$ cat config.mk
export PLATFORM = sky130hd
export DESIGN_NAME = aopc_top
export DESIGN_NICKNAME = d
export VERILOG_FILES = /design/src/aopc_pkg.sv /design/src/aopc_shifter.sv /design/src/aopc_top.sv
export SDC_FILE = /design/constraint.sdc
export NUM_CORES = 1
export LEC_CHECK = 0
export ABC_AREA = 1
export BUFFER_PORTS_ARGS = -buffer_cell sky130_fd_sc_hd__clkbuf_2
export CAP_MARGIN = 15
export CORE_UTILIZATION = 44
export CTS_BUF_LIST = sky130_fd_sc_hd__clkbuf_16
export CTS_CLUSTER_SIZE = 24
export DETAILED_ROUTE_END_ITERATION = 10
export PLACE_DENSITY = 0.75
export SLEW_MARGIN = 10
export SYNTH_ARGS = -nofsm -noshare
export SYNTH_HDL_FRONTEND = slang
export SYNTH_HIERARCHICAL = 1
export SYNTH_SLANG_ARGS = --single-unit
$ cat constraint.sdc
create_clock -name clk_in -period 2.6 [get_ports clk_in]
set_clock_uncertainty 0.1 [all_clocks]
set_input_delay 0.13 -clock clk_in [delete_from_list [all_inputs] [get_ports clk_in]]
set_output_delay 0.13 -clock clk_in [all_outputs]
set_load 0.02 [all_outputs]
$ cat src/aopc_pkg.sv
/*
 Shared constants and carrier types for the converter result port.
 Assumes a 40 MHz system clock and a single AHB-Lite master.
*/
package aopc_pkg;
	// Register byte offsets
	localparam logic [7:0] ADDR_CTRL = 8'h00;
	localparam logic [7:0] ADDR_RESULT = 8'h04;
	localparam logic [7:0] ADDR_CMD = 8'h08;
	localparam logic [7:0] ADDR_STATUS = 8'h0C;
	// Control field positions and reset value
	localparam int CTRL_BYTE_ORDER = 0;
	localparam int CTRL_CODING = 1;
	localparam int CTRL_PORT_TYPE = 2;
	localparam logic [2:0] CTRL_RESET = 3'h2;
	localparam int CMD_START = 0;
	localparam logic [15:0] RESULT_RESET = 16'h0000;
	// Shared pin positions on the data bus
	localparam int PIN_DIV_LO = 2;
	localparam int PIN_CLK_SRC = 4;
	localparam int PIN_FS_POL = 5;
	localparam int PIN_SCLK_INV = 6;
	localparam int PIN_TIMING_CHAIN = 7;
	// Serial frame lengths in clocks of the serial clock
	localparam logic [5:0] MASTER_BITS = 6'd16;
	localparam logic [5:0] SLAVE_BITS = 6'd32;
	// Internal serial clock minimum periods per divider code
	localparam int CLK_NS = 25;
	localparam int SCLK_NS_0 = 25;
	localparam int SCLK_NS_1 = 50;
	localparam int SCLK_NS_2 = 100;
	localparam int SCLK_NS_3 = 200;
	// Half periods in system clocks, rounded up
	localparam logic [3:0] HALF_0 = 4'((SCLK_NS_0 + 2 * CLK_NS - 1) / (2 * CLK_NS));
	localparam logic [3:0] HALF_1 = 4'((SCLK_NS_1 + 2 * CLK_NS - 1) / (2 * CLK_NS));
	localparam logic [3:0] HALF_2 = 4'((SCLK_NS_2 + 2 * CLK_NS - 1) / (2 * CLK_NS));
	localparam logic [3:0] HALF_3 = 4'((SCLK_NS_3 + 2 * CLK_NS - 1) / (2 * CLK_NS));
	// Software owned selects
	typedef struct packed {
		logic port_type;
		logic coding;
		logic byte_order;
	} aopc_ctrl_t;
	// Selects read from shared pins in serial mode
	typedef struct packed {
		logic timing_chain;
		logic sclk_inv;
		logic fs_pol;
		logic ext_clk;
		logic [1:0] div;
	} aopc_scfg_t;
	// Frame states
	typedef enum logic [1:0] {
		ST_IDLE = 2'b01,
		ST_RUN = 2'b10
	} aopc_state_t;
endpackage

$ cat src/aopc_shifter.sv
/*
 Sixteen bit result shifter with a chain input at the low end.
 Assumes load and shift are one cycle strobes from the frame logic.
*/
`timescale 1ns/100ps
`default_nettype none
module aopc_shifter (
	input wire logic clk_in,
	input wire logic rstn_in,
	input wire logic load_in,
	input wire logic [15:0] load_data_in,
	input wire logic shift_in,
	input wire logic chain_in,
	output logic msb_out
);
	logic [15:0] bits;
	logic [15:0] next_bits;

	// Chain level walks up sixteen places before it leaves the top
	assign next_bits = load_in ? load_data_in :
		shift_in ? {bits[14:0], chain_in} : bits;
	assign msb_out = bits[15];

	// Shift register
	always_ff @(posedge clk_in or negedge rstn_in) begin
		if (!rstn_in) begin
			bits <= 16'h0000;
		end else begin
			bits <= next_bits;
		end
	end
endmodule
`default_nettype wire

$ cat src/aopc_top.sv
/*
 Result port of a 16 bit converter: AHB-Lite registers, parallel bus,
 serial port and pin sharing between them.
 Assumes one AHB-Lite master, synchronous pin inputs and selects held
 steady during a frame.
*/
`timescale 1ns/100ps
`default_nettype none
module aopc_top (
	input wire logic clk_in,
	input wire logic rstn_in,
	input wire logic hsel_in,
	input wire logic [31:0] haddr_in,
	input wire logic [1:0] htrans_in,
	input wire logic hwrite_in,
	input wire logic [2:0] hsize_in,
	input wire logic [31:0] hwdata_in,
	input wire logic hready_in,
	output logic [31:0] hrdata_out,
	output logic hreadyout_out,
	output logic hresp_out,
	input wire logic [15:0] data_bus_in,
	output logic [15:0] data_bus_out,
	output logic [15:0] data_bus_oe_out,
	input wire logic sclk_in,
	output logic sclk_out,
	output logic sclk_oe_out,
	output logic frame_sync_out,
	output logic serial_result_out
);
	logic rst_meta, rstn;
	aopc_pkg::aopc_ctrl_t ctrl;
	aopc_pkg::aopc_scfg_t scfg;
	aopc_pkg::aopc_state_t state, next_state;
	logic [15:0] result;
	logic busy;
	logic ph_wr, ph_write;
	logic [7:0] ph_addr;
	logic [31:0] next_rdata;
	logic serial, master, div_on, start, stop;
	logic [15:0] coded, next_bus;
	logic [3:0] half, half_cnt;
	logic sclk_int, sclk_eff, sclk_prev, ext_fall, int_rise, int_fall;
	logic [5:0] bit_cnt;
	logic shift, load, wr_result, wr_cmd, wr_ctrl;
	logic [15:0] load_word;

	// Reset release through two flops
	always_ff @(posedge clk_in or negedge rstn_in) begin
		if (!rstn_in) begin
			rst_meta <= 1'b0;
			rstn <= 1'b0;
		end else begin
			rst_meta <= 1'b1;
			rstn <= rst_meta;
		end
	end

	// Bus decode; every access is zero wait and OKAY
	assign hreadyout_out = 1'b1;
	assign hresp_out = 1'b0;
	assign wr_ctrl = ph_write && ph_addr == aopc_pkg::ADDR_CTRL;
	assign wr_result = ph_write && ph_addr == aopc_pkg::ADDR_RESULT;
	assign wr_cmd = ph_write && ph_addr == aopc_pkg::ADDR_CMD
		&& hwdata_in[aopc_pkg::CMD_START];
	assign ph_wr = hsel_in && hready_in && htrans_in[1];
	assign next_rdata = (haddr_in[7:0] == aopc_pkg::ADDR_CTRL) ? {29'h0, ctrl} :
		(haddr_in[7:0] == aopc_pkg::ADDR_RESULT) ? {16'h0000, result} :
		(haddr_in[7:0] == aopc_pkg::ADDR_STATUS) ?
		{18'h0_0000, bit_cnt, scfg, state == aopc_pkg::ST_RUN, busy} : 32'h0000_0000;

	// Address phase capture and read data
	always_ff @(posedge clk_in or negedge rstn) begin
		if (!rstn) begin
			ph_write <= 1'b0;
			ph_addr <= 8'h00;
			hrdata_out <= 32'h0000_0000;
		end else begin
			ph_write <= ph_wr && hwrite_in;
			ph_addr <= haddr_in[7:0];
			if (ph_wr && !hwrite_in) begin
				hrdata_out <= next_rdata;
			end
		end
	end

	// Software registers; a result write ends the conversion
	always_ff @(posedge clk_in or negedge rstn) begin
		if (!rstn) begin
			ctrl <= aopc_pkg::CTRL_RESET;
			result <= aopc_pkg::RESULT_RESET;
			busy <= 1'b0;
		end else begin
			if (wr_ctrl) begin
				ctrl <= hwdata_in[2:0];
			end
			if (wr_result) begin
				result <= hwdata_in[15:0];
			end
			busy <= wr_cmd ? 1'b1 : (wr_result ? 1'b0 : busy);
		end
	end

	// Mode and shared pin selects; parallel mode sees default selects
	assign serial = ctrl.port_type;
	assign scfg = serial ? data_bus_in[7:2] : 6'h00;
	assign master = serial && !scfg.ext_clk;
	assign div_on = master && !scfg.timing_chain;

	// Output coding and byte placement
	assign coded = {result[15] ^ !ctrl.coding, result[14:0]};
	assign next_bus = ctrl.byte_order ? {coded[7:0], coded[15:8]} : coded;

	// Parallel bus drive; serial mode floats data and select pins
	assign data_bus_oe_out = serial ? 16'h0000 : 16'hFFFF;
	always_ff @(posedge clk_in or negedge rstn) begin
		if (!rstn) begin
			data_bus_out <= 16'h0000;
		end else begin
			data_bus_out <= next_bus;
		end
	end

	// Internal clock half period from the divider code
	assign half = !div_on ? aopc_pkg::HALF_0 :
		(scfg.div == 2'd0) ? aopc_pkg::HALF_0 :
		(scfg.div == 2'd1) ? aopc_pkg::HALF_1 :
		(scfg.div == 2'd2) ? aopc_pkg::HALF_2 : aopc_pkg::HALF_3;

	// Frame start: during conversion in master chain mode, otherwise after it
	assign start = state == aopc_pkg::ST_IDLE && serial &&
		((master && scfg.timing_chain) ? wr_cmd : wr_result);
	assign int_rise = master && half_cnt == 4'd1 && !sclk_int;
	assign int_fall = master && half_cnt == 4'd1 && sclk_int;
	assign sclk_eff = sclk_in ^ scfg.sclk_inv;
	assign ext_fall = !master && sclk_prev && !sclk_eff;
	assign shift = state == aopc_pkg::ST_RUN && (int_fall || ext_fall);
	assign load = start;
	// A result write ships the word being written; a start ships the stored one
	assign load_word = wr_result ?
		{hwdata_in[15] ^ !ctrl.coding, hwdata_in[14:0]} : coded;
	assign stop = shift && bit_cnt == (master ? aopc_pkg::MASTER_BITS :
		aopc_pkg::SLAVE_BITS);

	// Frame state machine
	always_comb begin
		case (state)
			aopc_pkg::ST_IDLE: next_state = start ? aopc_pkg::ST_RUN : aopc_pkg::ST_IDLE;
			aopc_pkg::ST_RUN: next_state = (stop || !serial) ? aopc_pkg::ST_IDLE :
				aopc_pkg::ST_RUN;
			default: next_state = aopc_pkg::ST_IDLE;
		endcase
	end

	// Serial clock generator and bit counter
	always_ff @(posedge clk_in or negedge rstn) begin
		if (!rstn) begin
			state <= aopc_pkg::ST_IDLE;
			half_cnt <= 4'd1;
			sclk_int <= 1'b0;
			sclk_prev <= 1'b0;
			bit_cnt <= 6'd0;
		end else begin
			state <= next_state;
			sclk_prev <= sclk_eff;
			if (state != aopc_pkg::ST_RUN) begin
				half_cnt <= half;
				sclk_int <= 1'b0;
				bit_cnt <= 6'd0;
			end else begin
				half_cnt <= (half_cnt == 4'd1) ? half : half_cnt - 4'd1;
				if (int_rise || int_fall) begin
					sclk_int <= !sclk_int;
				end
				if (int_rise || (!master && !sclk_prev && sclk_eff)) begin
					bit_cnt <= bit_cnt + 6'd1;
				end
			end
		end
	end

	// Serial pins
	assign sclk_out = sclk_int ^ scfg.sclk_inv;
	assign sclk_oe_out = master;
	assign frame_sync_out = (state == aopc_pkg::ST_RUN) ^ scfg.fs_pol;

	aopc_shifter u_shifter (
		.clk_in(clk_in),
		.rstn_in(rstn),
		.load_in(load),
		.load_data_in(load_word),
		.shift_in(shift),
		.chain_in(scfg.timing_chain),
		.msb_out(serial_result_out)
	);
endmodule
`default_nettype wire
=== Yosys cells after proc, flatten, opt, wreduce, memory -nomap -nowiden ===
Cells that the tools add are included.

* Add/subtract/negate cells: 2
* Equality and inequality tests: 11
* Muxes and demuxes: 26
* Bitwise operators: 5
* Reduce and logical (&&, ||, !) cells: 42

{| class="wikitable"
|+ Operator list
! kind !! number
|-
| 16-bit two-way mux || 7
|-
| 6-bit two-way mux || 4
|-
| 1-bit logical AND || 22
|-
| 8-bit by 3-bit equality test with 1-bit output, second input constant || 2
|-
| 8-bit by 4-bit equality test with 1-bit output, second input constant || 2
|-
| 8-bit zero test || 2
|-
| 14-bit two-way mux || 1
|-
| 3-bit two-way mux || 4
|-
| 1-bit zero test || 9
|-
| 4-bit two-way mux || 2
|-
| 2-bit nonzero test || 4
|-
| 6-bit by 1-bit adder with 6-bit output, second input constant || 1
|-
| 6-bit equality test || 1
|-
| 1-bit two-way mux || 5
|-
| 1-bit bitwise XOR || 5
|-
| 2-bit by 1-bit equality test with 1-bit output, second input constant || 2
|-
| 2-bit equality test, second input constant || 2
|-
| 4-bit by 1-bit equality test with 1-bit output, second input constant || 1
|-
| 1-bit logical OR || 4
|-
| 2-bit two-way mux || 2
|-
| 2-bit one-hot mux with 2 select lines || 1
|-
| 4-bit by 1-bit subtractor with 4-bit output, second input constant || 1
|-
| 2-bit zero test || 1
|-
| 2-bit != test, second input constant || 1
|}

* Register bits: 109
* Bits of input ports: 91
* Output and inout bits: 70
* Logic and storage cells: 103

=== Logic depth before layout (Yosys ltp) ===
Gate-level depths: netlist (run 1).

* Depth after elaboration: 12
* Mapped depth: 13
* Mapped depth without buffers: 10

=== Cells and area by module ===
Netlist (run 1), hierarchy kept.

{| class="wikitable"
|+ By module, submodules not included
! module !! instances !! cells each !! area each (um^2) !! sequential area each (um^2)
|-
| aopc_top || 1 || 424 || 3856.2 || 1930.6
|-
| aopc_shifter || 1 || 88 || 762.0 || 400.4
|}

=== Worst setup path before layout (run 1) ===
OpenSTA, ideal clock, no wires.

* Path kind: register -> register
* Start: register ctrl, in the netlist serial
* End: register u_shifter.bits[3]
* Arrival: 1.707 ns
* Data required time: 2.376 ns
* Slack: 0.669 ns
* Cell stages (with the launch flop): 11
* Buffers on the path: 2
* Period minus slack after synthesis: 1.931 ns
* Path through: dfrtp_1 inv_1 nor2_4 nor2_1 nand2_1 a21oi_1 buf_4 nor2_8 buf_8 nand2_1 nand3_1

* Word-level cells in the longest chain between the ends: 9
* Elaborated cells between the ends (all ways): 18

{| class="wikitable"
|+ RTL lines
! item !! RTL line !! source
|-
| from (decl) || aopc_top.sv:32 || <nowiki>aopc_pkg::aopc_ctrl_t ctrl;</nowiki>
|-
| from (signal assigned) || aopc_top.sv:90 || <nowiki>ctrl <= aopc_pkg::CTRL_RESET;</nowiki>
|-
| from (signal assigned) || aopc_top.sv:95 || <nowiki>ctrl <= hwdata_in[2:0];</nowiki>
|-
| 6-bit two-way mux || aopc_top.sv:106 || <nowiki>assign scfg = serial ? data_bus_in[7:2] : 6'h00;</nowiki>
|-
| 1-bit zero test || aopc_top.sv:107 || <nowiki>assign master = serial && !scfg.ext_clk;</nowiki>
|-
| 1-bit logical AND * || aopc_top.sv:107 ||
|-
| net sclk_oe_out || aopc_top.sv:27 || <nowiki>output logic sclk_oe_out,</nowiki>
|-
| 1-bit zero test || aopc_top.sv:136 || <nowiki>assign ext_fall = !master && sclk_prev && !sclk_eff;</nowiki>
|-
| 1-bit logical AND (2 in a row) || aopc_top.sv:136 ||
|-
| 1-bit logical OR * || aopc_top.sv:137 || <nowiki>assign shift = state == aopc_pkg::ST_RUN && (int_fall || ext_fall);</nowiki>
|-
| 1-bit logical AND * || aopc_top.sv:137 ||
|-
| net shift || aopc_top.sv:45 || <nowiki>logic shift, load, wr_result, wr_cmd, wr_ctrl;</nowiki>
|-
| 2-bit nonzero test (no line) * || -- ||
|-
| to (signal assigned) || aopc_shifter.sv:29 || <nowiki>bits <= next_bits;</nowiki>
|-
| to (decl) || aopc_shifter.sv:16 || <nowiki>logic [15:0] bits;</nowiki>
|}

The timed path passes the listed nets; every way through them passes the cells marked *.
A chain may end at the register's enable or synchronous reset.

=== Final worst setup path (run 1) ===
* Start: register state[0]
* End: output frame_sync_out

* Word-level cells in the longest chain between the ends: 2

{| class="wikitable"
|+ RTL lines
! item !! RTL line !! source
|-
| from (decl) || aopc_top.sv:34 || <nowiki>aopc_pkg::aopc_state_t state, next_state;</nowiki>
|-
| from (signal assigned) || aopc_top.sv:158 || <nowiki>state <= aopc_pkg::ST_IDLE;</nowiki>
|-
| from (signal assigned) || aopc_top.sv:164 || <nowiki>state <= next_state;</nowiki>
|-
| 2-bit equality test || aopc_top.sv:185 || <nowiki>assign frame_sync_out = (state == aopc_pkg::ST_RUN) ^ scfg.fs_pol;</nowiki>
|-
| 1-bit bitwise XOR || aopc_top.sv:185 ||
|-
| to (decl) || aopc_top.sv:28 || <nowiki>output logic frame_sync_out,</nowiki>
|}

No other way between the ends.

==> metrics.md, run 1 <==
| Metric | Value |
|---|---|
| Register area | `2330 um2` |
| Sequential element share of the synthesized area | `0.505` |
| Synth warn | `6` |
| Vias/cell | `4.85` |
| Final Hold Fails | `0` |
| Clock period minus worst slack | `2.08 ns` |
| Syn Area/Cell | `9.02 um2` |
| Core ar. | `10200 um2` |
| Final Core Density | `0.543` |
| Filler cell count | `907` |
| Antenna Cells | `0` |
| Hold wc startpoint | `hwdata_in[15]` |
| Gr ovfl total | `0` |
| Postcts setup bufs | `0` |
| PostCTS Resize Cnt | `0` |
| Max Transition Viols Final | `0` |
| Multi-input logic area | `1770 um2` |
| TritonCTS clock tree | `built` |
| P&R area growth vs syn | `20.4%` |
| Initial Utilization | `0.451` |
| Via count | `3652` |
| Port Buffers | `88` |
| Worst min path class | `in2reg` |
| Worst Max-Slew Pin Slew | `0.638 ns` |
| Die height | `104 um` |
| Worst Path Max Fanout | `12` |
| Die Span X | `104 um` |
| Peak VDD IR | `0.337 mV` |
| Total CTS buffers | `9` |
| Hold path endpoint | `result[15]` |
| Worst reg2reg path depth | `8` |
| Crit. End Element | `output port` |
| Synth cell types | `39` |
| Startpoint Class | `flop` |
| Post-Syn Instances | `512` |
| Final wirelength | `10300 um` |
| Cell internal pwr | `2700 uW` |
| Combinational share of power | `0.154` |
| Flop pwr share | `0.473` |
| Routed len/inst | `13.6 um` |
| First-pass GRT wire length | `16900 um` |
| Hold Crit Depth | `3` |
| Hpwl dp | `7220 um` |
| Switching fraction of total power | `0.272` |
| CP required | `2.37 ns` |
| CTS HTree Levels | `3` |
| Period utilization | `0.801` |
| Die area | `10900 um2` |
| Drt pass-1 iters | `4` |
| Status | `finished, final reports clean` |
| Initial antenna violation count | `0` |
| Mapped Area | `4620 um2` |
| Cell area after layout | `5560 um2` |
| Setup Viol. Count Final | `0` |
| Seq cells post-synth | `93` |
| Reg-to-reg startpoint | `state[0]` |
| Most used DFF post-synth | `dfrtp_1` |
| Critical path class | `reg2out` |
| Unrepaired setup endpoints after global routing | `false` |
| Total Routing Usage GR | `0.200` |
| Clock Path Buffers | `2` |
| Clock network fraction of design power | `0.373` |
| Pwr Density | `666 nW/um2` |
| Standby leakage power | `0.00293 uW` |
| Clk root buf | `clkbuf_16` |
| Vias in the first global route | `3525` |
| Layout cells sized above 1 | `0.238` |
| Row cnt | `37` |
| RR Endpoint | `u_shifter/bits[10]` |
| Worst EP arrival | `1.85 ns` |
| Drc violations | `0` |
| Slew headroom | `0.574` |
| Max-cap violations | `0` |
| Setup TNS | `0 ns` |
| Post-synth EDFFs | `0` |
| Clock edge transition at the registers on the reported setup and hold paths | `0.06 ns` |
| Top Ports | `161` |
| Worst-Skew Late Latency | `0.34 ns` |
| Placed Area | `4970 um2` |
| Nets | `709` |
| Ys async rst share | `1.00` |
| Antenna-violating nets left | `0` |
| R2r setup slk | `0.58 ns` |
| Largest net degree at the start of global routing | `55` |
| Fmax | `0.480 GHz` |
| First DRT Iteration DRCs | `197` |
| Sw power | `1010 uW` |
| Clk sinks | `93` |
| RePlAce Congestion | `0.817` |
## placed cells by master, fill, tap and decap left out, types with 3 or more instances in the layout
cell and n:
inv_1 49, nand3_1 48, nor2_1 17, xnor2_1 3, o21ai_0 36, conb_1 19, mux2_4 12, dfstp_2 3
nand2_2 3, clkbuf_16 9, nor2_4 4, xor2_1 4, dlygate4sd3_1 28, nand3_2 3, clkbuf_2 88, a21oi_1 9
buf_4 5, clkinv_1 3, ha_1 6, o21ai_1 7, nand2_1 143, dfrtp_1 89
## metrics by stage
| stage | hold slack, ns | instances | total power (uW) | worst slack [ns] |
|---|---|---|---|---|
| global placement | -0.184 | 709 | 2280 | 0.642 |
| detailed placement | -0.183 | 709 | 2310 | 0.579 |
| global route | 0.00810 | 753 | 3880 | 0.407 |
| CTS | 0.00978 | 753 | 3720 | 0.501 |
| finish | 0.0189 | 753 | 3710 | 0.517 |
| floorplan | -0.266 | 529 | 2180 | 0.669 |
## flip-flops by register name (all words and copies together) (netlist names), 2 cells and up
signal / flops
result: 16
hrdata_out: 16
state: 2
ph_addr: 8
data_bus_out: 16
u_shifter/bits: 16
bit_cnt: 6
half_cnt: 4
ctrl: 2
## power by group through the flow
| stage | sequential (uW) | clock, uW | combinational [uW] |
|---|---|---|---|
| final | 1750 | 1380 | 571 |
| after global routing | 1770 | 1460 | 641 |
| after CTS | 1750 | 1400 | 572 |
| after detailed placement | 1780 | 0 | 536 |
| after global placement | 1770 | 0 | 514 |
| after floorplan | 1790 | 0 | 382 |
## logic make-up after synthesis
| family | Yosys count | synth area share |
|---|---|---|
| xor gates and xnor gates | 7 | 0.0133 |
| and+or+nand+nor | 232 | 0.233 |
| adders and majority gates | 6 | 0.0163 |
| muxes | 12 | 0.0390 |
| AOI/OAI and AO/OA | 58 | 0.0661 |
| buffers and inverters | 102 | 0.126 |
| DFF | 93 | 0.505 |
| other | 2 | 0.00163 |
## worst max-delay path, cell delays in order, from the launching register on
cell and delay, ns:
dfstp_2 0.54, inv_1 0.04, ha_1 0.36, inv_1 0.22, xor2_1 0.17, clkbuf_2 0.19
## repair_timing
action                                  CTS  global route
endpoints found under the hold margin    27             0
hold buffers                             28             0
endpoints found under the setup margin    0             0
## per-layer routing
metal	wire [um]	global-route usage	share of wire
met1	4360	0.252	0.42
met2	5040	0.337	0.49
met3	629	0.0470	0.061
met4	240	0.0653	0.023
met5	0	0	0
## cell type report
class / count / area share
flip-flops and latches: 93 / 0.420
multi-input cells: 334 / 0.318
repair buffers: 122 / 0.140
clock buffers: 9 / 0.0405
inverters: 52 / 0.0351
well taps: 136 / 0.0306
clock inverters: 7 / 0.0160
## worst max path at each step
stage	from	endpoint	slack, ns	cells past startpoint
floorplan	serial	u_shifter/bits[3]	0.67	10
global placement	state[0]	u_shifter/bits[12]	0.64	8
detailed placement	state[0]	u_shifter/bits[9]	0.58	8
CTS	state[0]	frame_sync_out	0.50	5
global route	state[0]	frame_sync_out	0.41	5
finish	state[0]	frame_sync_out	0.52	5
## cells in the mapped netlist, types with 6 or more instances
library cell,n,area [um2]
nand2_1,143,537
dfrtp_1,90,2250
inv_1,49,184
nand3_1,48,240
o21ai_0,36,180
buf_4,35,263
nor2_1,17,63.8
mux2_4,12,180
a21oi_1,9,45.0
buf_6,7,78.8
o21ai_1,7,35.0
ha_1,6,75.1
(Power assumes the default switching activity.)
==> run 2: changes to the inputs <==
--- a/config.mk
+++ b/config.mk
@@ -5,7 +5,7 @@
 export SDC_FILE = /design/constraint.sdc
 export NUM_CORES = 1
 export LEC_CHECK = 0
-export ABC_AREA = 1
+export ABC_AREA = 0
 export BUFFER_PORTS_ARGS = -buffer_cell sky130_fd_sc_hd__clkbuf_2
 export CAP_MARGIN = 15
 export CORE_UTILIZATION = 44
==> constraint.sdc (replaced) <==
create_clock -name clk_in -period 1.79 [get_ports clk_in]
set_clock_uncertainty 0.1 [all_clocks]
set_input_delay 0.0895 -clock clk_in [delete_from_list [all_inputs] [get_ports clk_in]]
set_output_delay 0.0895 -clock clk_in [all_outputs]
set_load 0.02 [all_outputs]
==> run 2 against run 1 <==
Effect of this change:
- the flow now finishes with violations (negative setup slack)
- count of clock-buffer cells in the layout unchanged
- global-route usage increased by 1.2 points
- synthesized cell count is 21% lower
- first-iteration DRC count down 30%
- critical endpoint is now bit_cnt[4]
==> metrics.md, run 2 <==
| Metric | Value |
|---|---|
| Total CTS buffers | `9 (unchanged)` |
| Worst Path Max Fanout | `5 (was 12)` |
| P&R area growth vs syn | `32.0% (was 20.4%)` |
| Antenna Cells | `0 (unchanged)` |
| Clk root buf | `clkbuf_16 (unchanged)` |
| Hold Crit Depth | `4 (was 3)` |
| RePlAce Congestion | `0.909 (was 0.817)` |
| Gr ovfl total | `0 (unchanged)` |
| Clock period minus worst slack | `1.90 ns` |
| Startpoint Class | `flop (unchanged)` |
| Total Power | `4710 uW (was 3710 uW)` |
| Failing checks | `negative setup slack` |
| Total Routing Usage GR | `0.211 (was 0.200)` |
| Placed Area | `5080 um2 (was 4970 um2)` |
| Ys async rst share | `1.00 (unchanged)` |
| Crit path buf inv count | `2 (was 3)` |
| Vias in the first global route | `3430 (was 3525)` |
| First DRT Iteration DRCs | `138 (was 197)` |
| CP Cell Sequence | `ha_4, nor3b_4, buf_4, nor3b_4, buf_6, nor2_4, a311o_1 (was inv_1, ha_1, inv_1, xor2_1, clkbuf_2)` |
| Mapped Area | `4510 um2 (was 4620 um2)` |
| Most frequent cells in the layout | `88 x dfrtp_1, 82 x clkbuf_2, 43 x nand2_1 (was 143 x nand2_1, 89 x dfrtp_1, 88 x clkbuf_2)` |
| Nets | `631 (was 709)` |
| Delay-heaviest family, CP | `flip-flops (unchanged)` |
| Largest area contributor in the netlist | `dfrtp_1 (unchanged)` |
| Layout cells sized above 1 | `0.399 (was 0.238)` |
| Hpwl dp | `7520 um (was 7220 um)` |
| Antenna-violating nets left | `0 (unchanged)` |
| Die height | `103 um (was 104 um)` |
| Synth cell types | `55 (was 39)` |
| Reg-to-reg startpoint | `half_cnt[0] (was state[0])` |
| Peak VDD IR | `0.492 mV (was 0.337 mV)` |
| Drc violations | `0 (unchanged)` |
| Die area | `10700 um2 (was 10900 um2)` |
| Worst min path class | `in2reg (unchanged)` |
| Clock edge transition at the registers on the reported setup and hold paths | `0.07 ns (was 0.06 ns)` |
| Sequential element share of the synthesized area | `0.517 (was 0.505)` |
| Pwr Density | `792 nW/um2 (was 666 nW/um2)` |
| Most used cell, CP | `nor3b_4 (was inv_1)` |
| Final Hold Fails | `0 (unchanged)` |
| Fmax | `0.526 GHz` |
| Worst-Skew Late Latency | `0.35 ns (was 0.34 ns)` |
| Post-synth EDFFs | `0 (unchanged)` |
| Unrepaired setup endpoints after global routing | `true (was false)` |
| R2r setup slk | `-0.11 ns (was 0.58 ns)` |
| Initial Utilization | `0.457 (was 0.451)` |
| Slowest CP cell | `dfstp_2 (unchanged)` |
| Final wirelength | `11100 um (was 10300 um)` |
| Clock Path Buffers | `2 (unchanged)` |
| Worst EP arrival | `2.04 ns (was 1.85 ns)` |
| Synth area leaders | `dfrtp_1 50%, mux2_2 8.7%, mux2i_1 6.0%, buf_4 5.5%, nand2_1 3.7% (was dfrtp_1 49%, nand2_1 12%, buf_4 5.7%, nand3_1 5.2%, inv_1 4.0%)` |
| Synth warn | `6 (unchanged)` |
| Most used DFF post-synth | `dfrtp_1 (unchanged)` |
| Standby leakage power | `0.00278 uW (was 0.00293 uW)` |
| Row cnt | `36 (was 37)` |
| RR Endpoint | `bit_cnt[4] (was u_shifter/bits[10])` |
| Clk sinks | `93 (unchanged)` |
| Drt pass-1 iters | `4 (unchanged)` |
| Worst Max-Slew Pin Slew | `0.695 ns (was 0.638 ns)` |
| Via count | `3525 (was 3652)` |
| First-pass GRT wire length | `16700 um (was 16900 um)` |
| Largest net degree at the start of global routing | `47 (was 55)` |
| Routed len/inst | `16.5 um (was 13.6 um)` |
| Seq cells post-synth | `93 (unchanged)` |
| CTS HTree Levels | `3 (unchanged)` |
| Port Buffers | `88 (unchanged)` |
| TritonCTS clock tree | `built (unchanged)` |
| Initial antenna violation count | `0 (unchanged)` |
| Core ar. | `9860 um2 (was 10200 um2)` |
| Cell area after layout | `5950 um2 (was 5560 um2)` |
| Top Ports | `161 (unchanged)` |
| Max Transition Viols Final | `0 (unchanged)` |
| Setup Viol. Count Final | `23 (was 0)` |
| Max-cap violations | `0 (unchanged)` |
| Setup WS post-layout | `-0.113 ns (was 0.517 ns)` |
| Crit. End Element | `flop (was output port)` |
| Post-synth top area share | `0.500 (was 0.488)` |
| Die Span X | `103 um (was 104 um)` |
| Hold wc startpoint | `data_bus_in[7] (was hwdata_in[15])` |
| CP required | `1.92 ns (was 2.37 ns)` |
| Critical path class | `reg2reg (was reg2out)` |
| Slowest Stage Delay on Critical Path | `0.55 ns (was 0.54 ns)` |
| Post-Syn Instances | `403 (was 512)` |
| Post-synth top cells | `90 x dfrtp_1, 45 x nand2_1, 35 x mux2_2 (was 143 x nand2_1, 90 x dfrtp_1, 49 x inv_1)` |
| Commonest non-fill, non-tap cell in the layout | `dfrtp_1 (was nand2_1)` |
| Slew headroom | `0.537 (was 0.574)` |
| Most common cell in the netlist | `dfrtp_1 (was nand2_1)` |
| Period utilization | `1.06` |
| Syn Area/Cell | `11.2 um2 (was 9.02 um2)` |
| Vias/cell | `5.25 (was 4.85)` |
| Worst reg2reg path depth | `7 (was 8)` |
| Status | `complete, but fails checks (was finished, final reports clean)` |
| Hold path endpoint | `half_cnt[1] (was result[15])` |
## run 2: cell families after synthesis
family / after synthesis / synth area share
other: 2 / 0.00167
multiplexers: 62 / 0.147
flip-flops: 93 / 0.517
adder cells (fa/ha/maj): 6 / 0.0167
XOR/XNOR: 6 / 0.0117
buffers and inverters: 63 / 0.0894
AND/OR/NAND/NOR: 106 / 0.119
AO/OA/AOI/OAI: 65 / 0.0966
## run 2: per-stage QoR
stage | util | instances | hold WS (ns) | TNS [ns] | setup slack, ns
2_1_floorplan | - | 420 | -0.306 | -0.832 | -0.0861
3_3_place_gp | 0.515 | 615 | -0.223 | -1.46 | -0.0904
3_5_place_dp | 0.515 | 615 | -0.222 | -2.64 | -0.157
4_1_cts | 0.585 | 665 | 0.0326 | -1.26 | -0.0998
5_1_grt | 0.603 | 672 | 0.0730 | -2.88 | -0.188
6_report | 0.603 | 672 | 0.0360 | -1.04 | -0.113
## run 2: worst max path at each step
stage	from	endpoint	slack, ns	depth (start not counted)
2_1_floorplan	half_cnt[0]	u_shifter/bits[3]	-0.09	9
3_3_place_gp	half_cnt[0]	u_shifter/bits[0]	-0.09	7
3_5_place_dp	half_cnt[0]	u_shifter/bits[10]	-0.16	7
4_1_cts	half_cnt[0]	bit_cnt[4]	-0.1	7
5_1_grt	half_cnt[0]	bit_cnt[4]	-0.19	7
6_report	half_cnt[0]	bit_cnt[4]	-0.11	7
## run 2: routing by layer
metal  track usage  share of wire
met1         0.261           0.40
met2         0.373           0.54
met3        0.0410          0.049
met4        0.0715          0.018
met5             0              0
## run 2: area by class of cell
class                   count  area (um2)
flip-flops and latches     93        2340
well taps                 133         166
clock buffers               9         225
clock inverters             7        76.3
inverters                  13        51.3
repair buffers            152        1100
fillers                   741        3920
multi-input cells         265        1990
## run 2: timing repair
action / 4_1_cts / 5_1_grt
buffers inserted: 3 / 5
pin swaps: 4 / 10
endpoints found under the hold margin: 33 / 1
gates cloned: 2 / 2
resized for setup: 19 / 35
hold buffers: 29 / 1
endpoints found under the setup margin: 41 / 59
## run 2: power by group
group	internal [uW]	total, uW	switching [uW]
logic	246	549	303
clock network	1090	1920	837
registers	2170	2240	65.9
total	3510	4710	1210
## run 2: worst register-to-register path, cell delays in order, from the launching register on
cell	delay [ns]
dfstp_2	0.55
ha_4	0.12
nor3b_4	0.19
buf_4	0.15
nor3b_4	0.20
buf_6	0.15
nor2_4	0.04
a311o_1	0.29
==> run 3: changes to the inputs <==
--- a/config.mk
+++ b/config.mk
@@ -12,7 +12,7 @@
 export CTS_BUF_LIST = sky130_fd_sc_hd__clkbuf_16
 export CTS_CLUSTER_SIZE = 24
 export DETAILED_ROUTE_END_ITERATION = 10
-export PLACE_DENSITY = 0.75
+export PLACE_DENSITY_LB_ADDON = 0.12
 export SLEW_MARGIN = 10
 export SYNTH_ARGS = -nofsm -noshare
 export SYNTH_HDL_FRONTEND = slang
==> run 3 against run 2 <==
Effect of this change:
- the flow still finishes with violations (negative setup slack)
- non-clock buffer count up 6
- clock power hardly changed
- via count down 3.3%
- design area decreased by 0.55%
- sequential share of layout area increased by 0.22 points
- worst hold slack improved by 0.0020 ns
- utilization down 0.33 points
- final cell count up 0.89%
- die area unchanged
- register-to-register slack about the same
- count of clock-buffer cells in the layout unchanged
- combinational power is 1% lower
==> metrics.md, run 3 (same netlist as run 2, synthesis figures left out) <==
| Metric | Value |
|---|---|
| Status | `complete, but fails checks (unchanged)` |
| Failing checks | `negative setup slack (unchanged)` |
| Placed Area | `5090 um2 (was 5080 um2)` |
| Reg-to-reg startpoint | `half_cnt[0] (unchanged)` |
| Delay-heaviest family, CP | `flip-flops (unchanged)` |
| Die height | `103 um (unchanged)` |
| First-pass GRT wire length | `17200 um (was 16700 um)` |
| Vias in the first global route | `3355 (was 3430)` |
| CTS HTree Levels | `3 (unchanged)` |
| Antenna Cells | `0 (unchanged)` |
| Peak VDD IR | `0.774 mV (was 0.492 mV)` |
| Max-cap violations | `0 (unchanged)` |
| TritonCTS clock tree | `built (unchanged)` |
| Final wirelength | `11100 um (about the same)` |
| Worst Path Max Fanout | `8 (was 5)` |
| Clk root buf | `clkbuf_16 (unchanged)` |
| Met3 usage | `0.0544 (was 0.0410)` |
| RePlAce Congestion | `0.833 (was 0.909)` |
| RR Endpoint | `bit_cnt[4] (unchanged)` |
| Hpwl dp | `7530 um (was 7520 um)` |
| Crit path buf inv count | `2 (unchanged)` |
| Clock period minus worst slack | `1.90 ns (about the same)` |
| Setup TNS | `-0.869 ns (was -1.04 ns)` |
| Most used cell, CP | `buf_4 (was nor3b_4)` |
| Antenna-violating nets left | `0 (unchanged)` |
| Setup WS post-layout | `-0.107 ns (was -0.113 ns)` |
| Row cnt | `36 (unchanged)` |
| Fmax | `0.527 GHz (was 0.526 GHz)` |
| Largest net degree at the start of global routing | `59 (was 47)` |
| Clock Path Buffers | `2 (unchanged)` |
| Routed len/inst | `16.3 um (was 16.5 um)` |
| R2r setup slk | `-0.11 ns (about the same)` |
| Most frequent cells in the layout | `88 x dfrtp_1, 88 x clkbuf_2, 44 x nand2_1 (was 88 x dfrtp_1, 82 x clkbuf_2, 43 x nand2_1)` |
| Clk sinks | `93 (unchanged)` |
| Nets | `637 (was 631)` |
| Worst reg2reg path depth | `7 (unchanged)` |
| Setup Viol. Count Final | `20 (was 23)` |
| Startpoint Class | `flop (unchanged)` |
| Slowest CP cell | `dfstp_2 (unchanged)` |
| Pwr Density | `795 nW/um2 (was 792 nW/um2)` |
| Via count | `3408 (was 3525)` |
| Layout cells sized above 1 | `0.398 (was 0.399)` |
| Final Hold Fails | `0 (unchanged)` |
| Total CTS buffers | `9 (unchanged)` |
| Initial antenna violation count | `0 (unchanged)` |
| Crit. End Element | `flop (unchanged)` |
| Final Hold Slack | `0.0380 ns (was 0.0360 ns)` |
| Standby leakage power | `0.00279 uW (was 0.00278 uW)` |
| Top Ports | `161 (unchanged)` |
| Gr ovfl total | `0 (unchanged)` |
| Vias/cell | `5.03 (was 5.25)` |
| CP Cell Sequence | `ha_4, nor3b_4, buf_4, nor3b_2, buf_4, nor2_2, a311o_1 (was ha_4, nor3b_4, buf_4, nor3b_4, buf_6, nor2_4, a311o_1)` |
| Clock edge transition at the registers on the reported setup and hold paths | `0.06 ns (was 0.07 ns)` |
| Port Buffers | `88 (unchanged)` |
| Worst min path class | `in2reg (unchanged)` |
| Cell area after layout | `5920 um2 (was 5950 um2)` |
| Grt met1 use | `0.287 (was 0.261)` |
| Hold wc startpoint | `data_bus_in[7] (unchanged)` |
| CP required | `1.92 ns (about the same)` |
| P&R area growth vs syn | `31.3% (was 32.0%)` |
| Multi-input logic area | `1950 um2 (was 1990 um2)` |
| Hold path endpoint | `half_cnt[0] (was half_cnt[1])` |
| Period utilization | `1.06 (about the same)` |
| Met2 GRT Util | `0.370 (was 0.373)` |
| Die Span X | `103 um (unchanged)` |
| Total Routing Usage GR | `0.221 (was 0.211)` |
| Core ar. | `9860 um2 (unchanged)` |
| Register area | `2340 um2 (unchanged)` |
| Worst-Skew Late Latency | `0.35 ns (about the same)` |
| Hold Crit Depth | `3 (was 4)` |
| Worst EP arrival | `2.03 ns (was 2.04 ns)` |
| Max Transition Viols Final | `0 (unchanged)` |
| Drt pass-1 iters | `4 (unchanged)` |
| First DRT Iteration DRCs | `164 (was 138)` |
| Filler cell count | `841 (was 741)` |
| Die area | `10700 um2 (unchanged)` |
| Busiest grt layer | `met2 (unchanged)` |
| Slowest Stage Delay on Critical Path | `0.55 ns (about the same)` |
| Drc violations | `0 (unchanged)` |
| Initial Utilization | `0.457 (unchanged)` |
| Unrepaired setup endpoints after global routing | `true (unchanged)` |
| Critical path class | `reg2reg (unchanged)` |
==> run 3: cell types whose count changed in the layout (fill, tap and decap cells not counted), moves of 2 or more <==
cell | before | now
clkinv_4 | 3 | 1
nor2_1 | 13 | 15
clkinvlp_4 | 2 | 0
buf_6 | 4 | 2
clkinv_2 | 1 | 3
buf_4 | 26 | 33
nor2_4 | 2 | 0
buf_2 | 3 | 0
clkbuf_2 | 82 | 88
==> run 3: routing by layer <==
metal / wire length (um) / up-vias / part of all wire
li1: - / 1630 / -
met1: 4970 / 1714 / 0.45
met2: 5650 / 49 / 0.51
met3: 327 / 15 / 0.030
met4: 127 / 0 / 0.011
met5: 0 / - / 0
==> run 3: per-stage QoR <==
stage                     utilization  std cells  setup slack, ns  total power, uW
after floorplan                     -        420          -0.0861             2590
after global placement          0.516        617           -0.115             2720
after detailed placement        0.516        617           -0.153             2730
after CTS                       0.583        666          -0.0969             4740
after global routing            0.600        678           -0.200             4880
final                           0.600        678           -0.107             4710
==> run 3: worst register-to-register path, stage by stage (launching register included) <==
cell and delay (ns):
dfstp_2 0.55, ha_4 0.11, nor3b_4 0.19, buf_4 0.15, nor3b_2 0.14, buf_4 0.17, nor2_2 0.06, a311o_1 0.30
==> run 3: final cells by class <==
class,count,share of cell area
tap,133,0.0281
clock inverter,7,0.0125
clock buffer,9,0.0381
multi-input combinational,265,0.329
inverter,13,0.00825
timing repair buffer,158,0.189
sequential,93,0.395
==> run 3: worst max-delay path by stage <==
| stage | from | endpoint | slack (ns) | cells past startpoint |
|---|---|---|---|---|
| floorplan | half_cnt[0] | u_shifter/bits[3] | -0.09 | 9 |
| global placement | half_cnt[0] | u_shifter/bits[10] | -0.12 | 7 |
| detailed placement | half_cnt[0] | u_shifter/bits[5] | -0.15 | 7 |
| CTS | half_cnt[0] | bit_cnt[4] | -0.1 | 7 |
| global route | half_cnt[0] | bit_cnt[4] | -0.20 | 7 |
| finish | half_cnt[0] | bit_cnt[4] | -0.11 | 7 |
==> run 3: power breakdown <==
group,internal [uW],total [uW],switching (uW),leakage (uW)
logic,236,543,307,0.00146
clock network,1090,1940,848,0.000151
registers,2170,2220,49.7,0.00118
==> run 3: repair_timing <==
action | CTS | global route
gates cloned | 1 | 1
endpoints found under the setup margin | 23 | 42
buffers inserted | 3 | 11
hold buffers | 29 | 0
endpoints found under the hold margin | 34 | 0
resized for setup | 11 | 20
pin swaps | 1 | 6
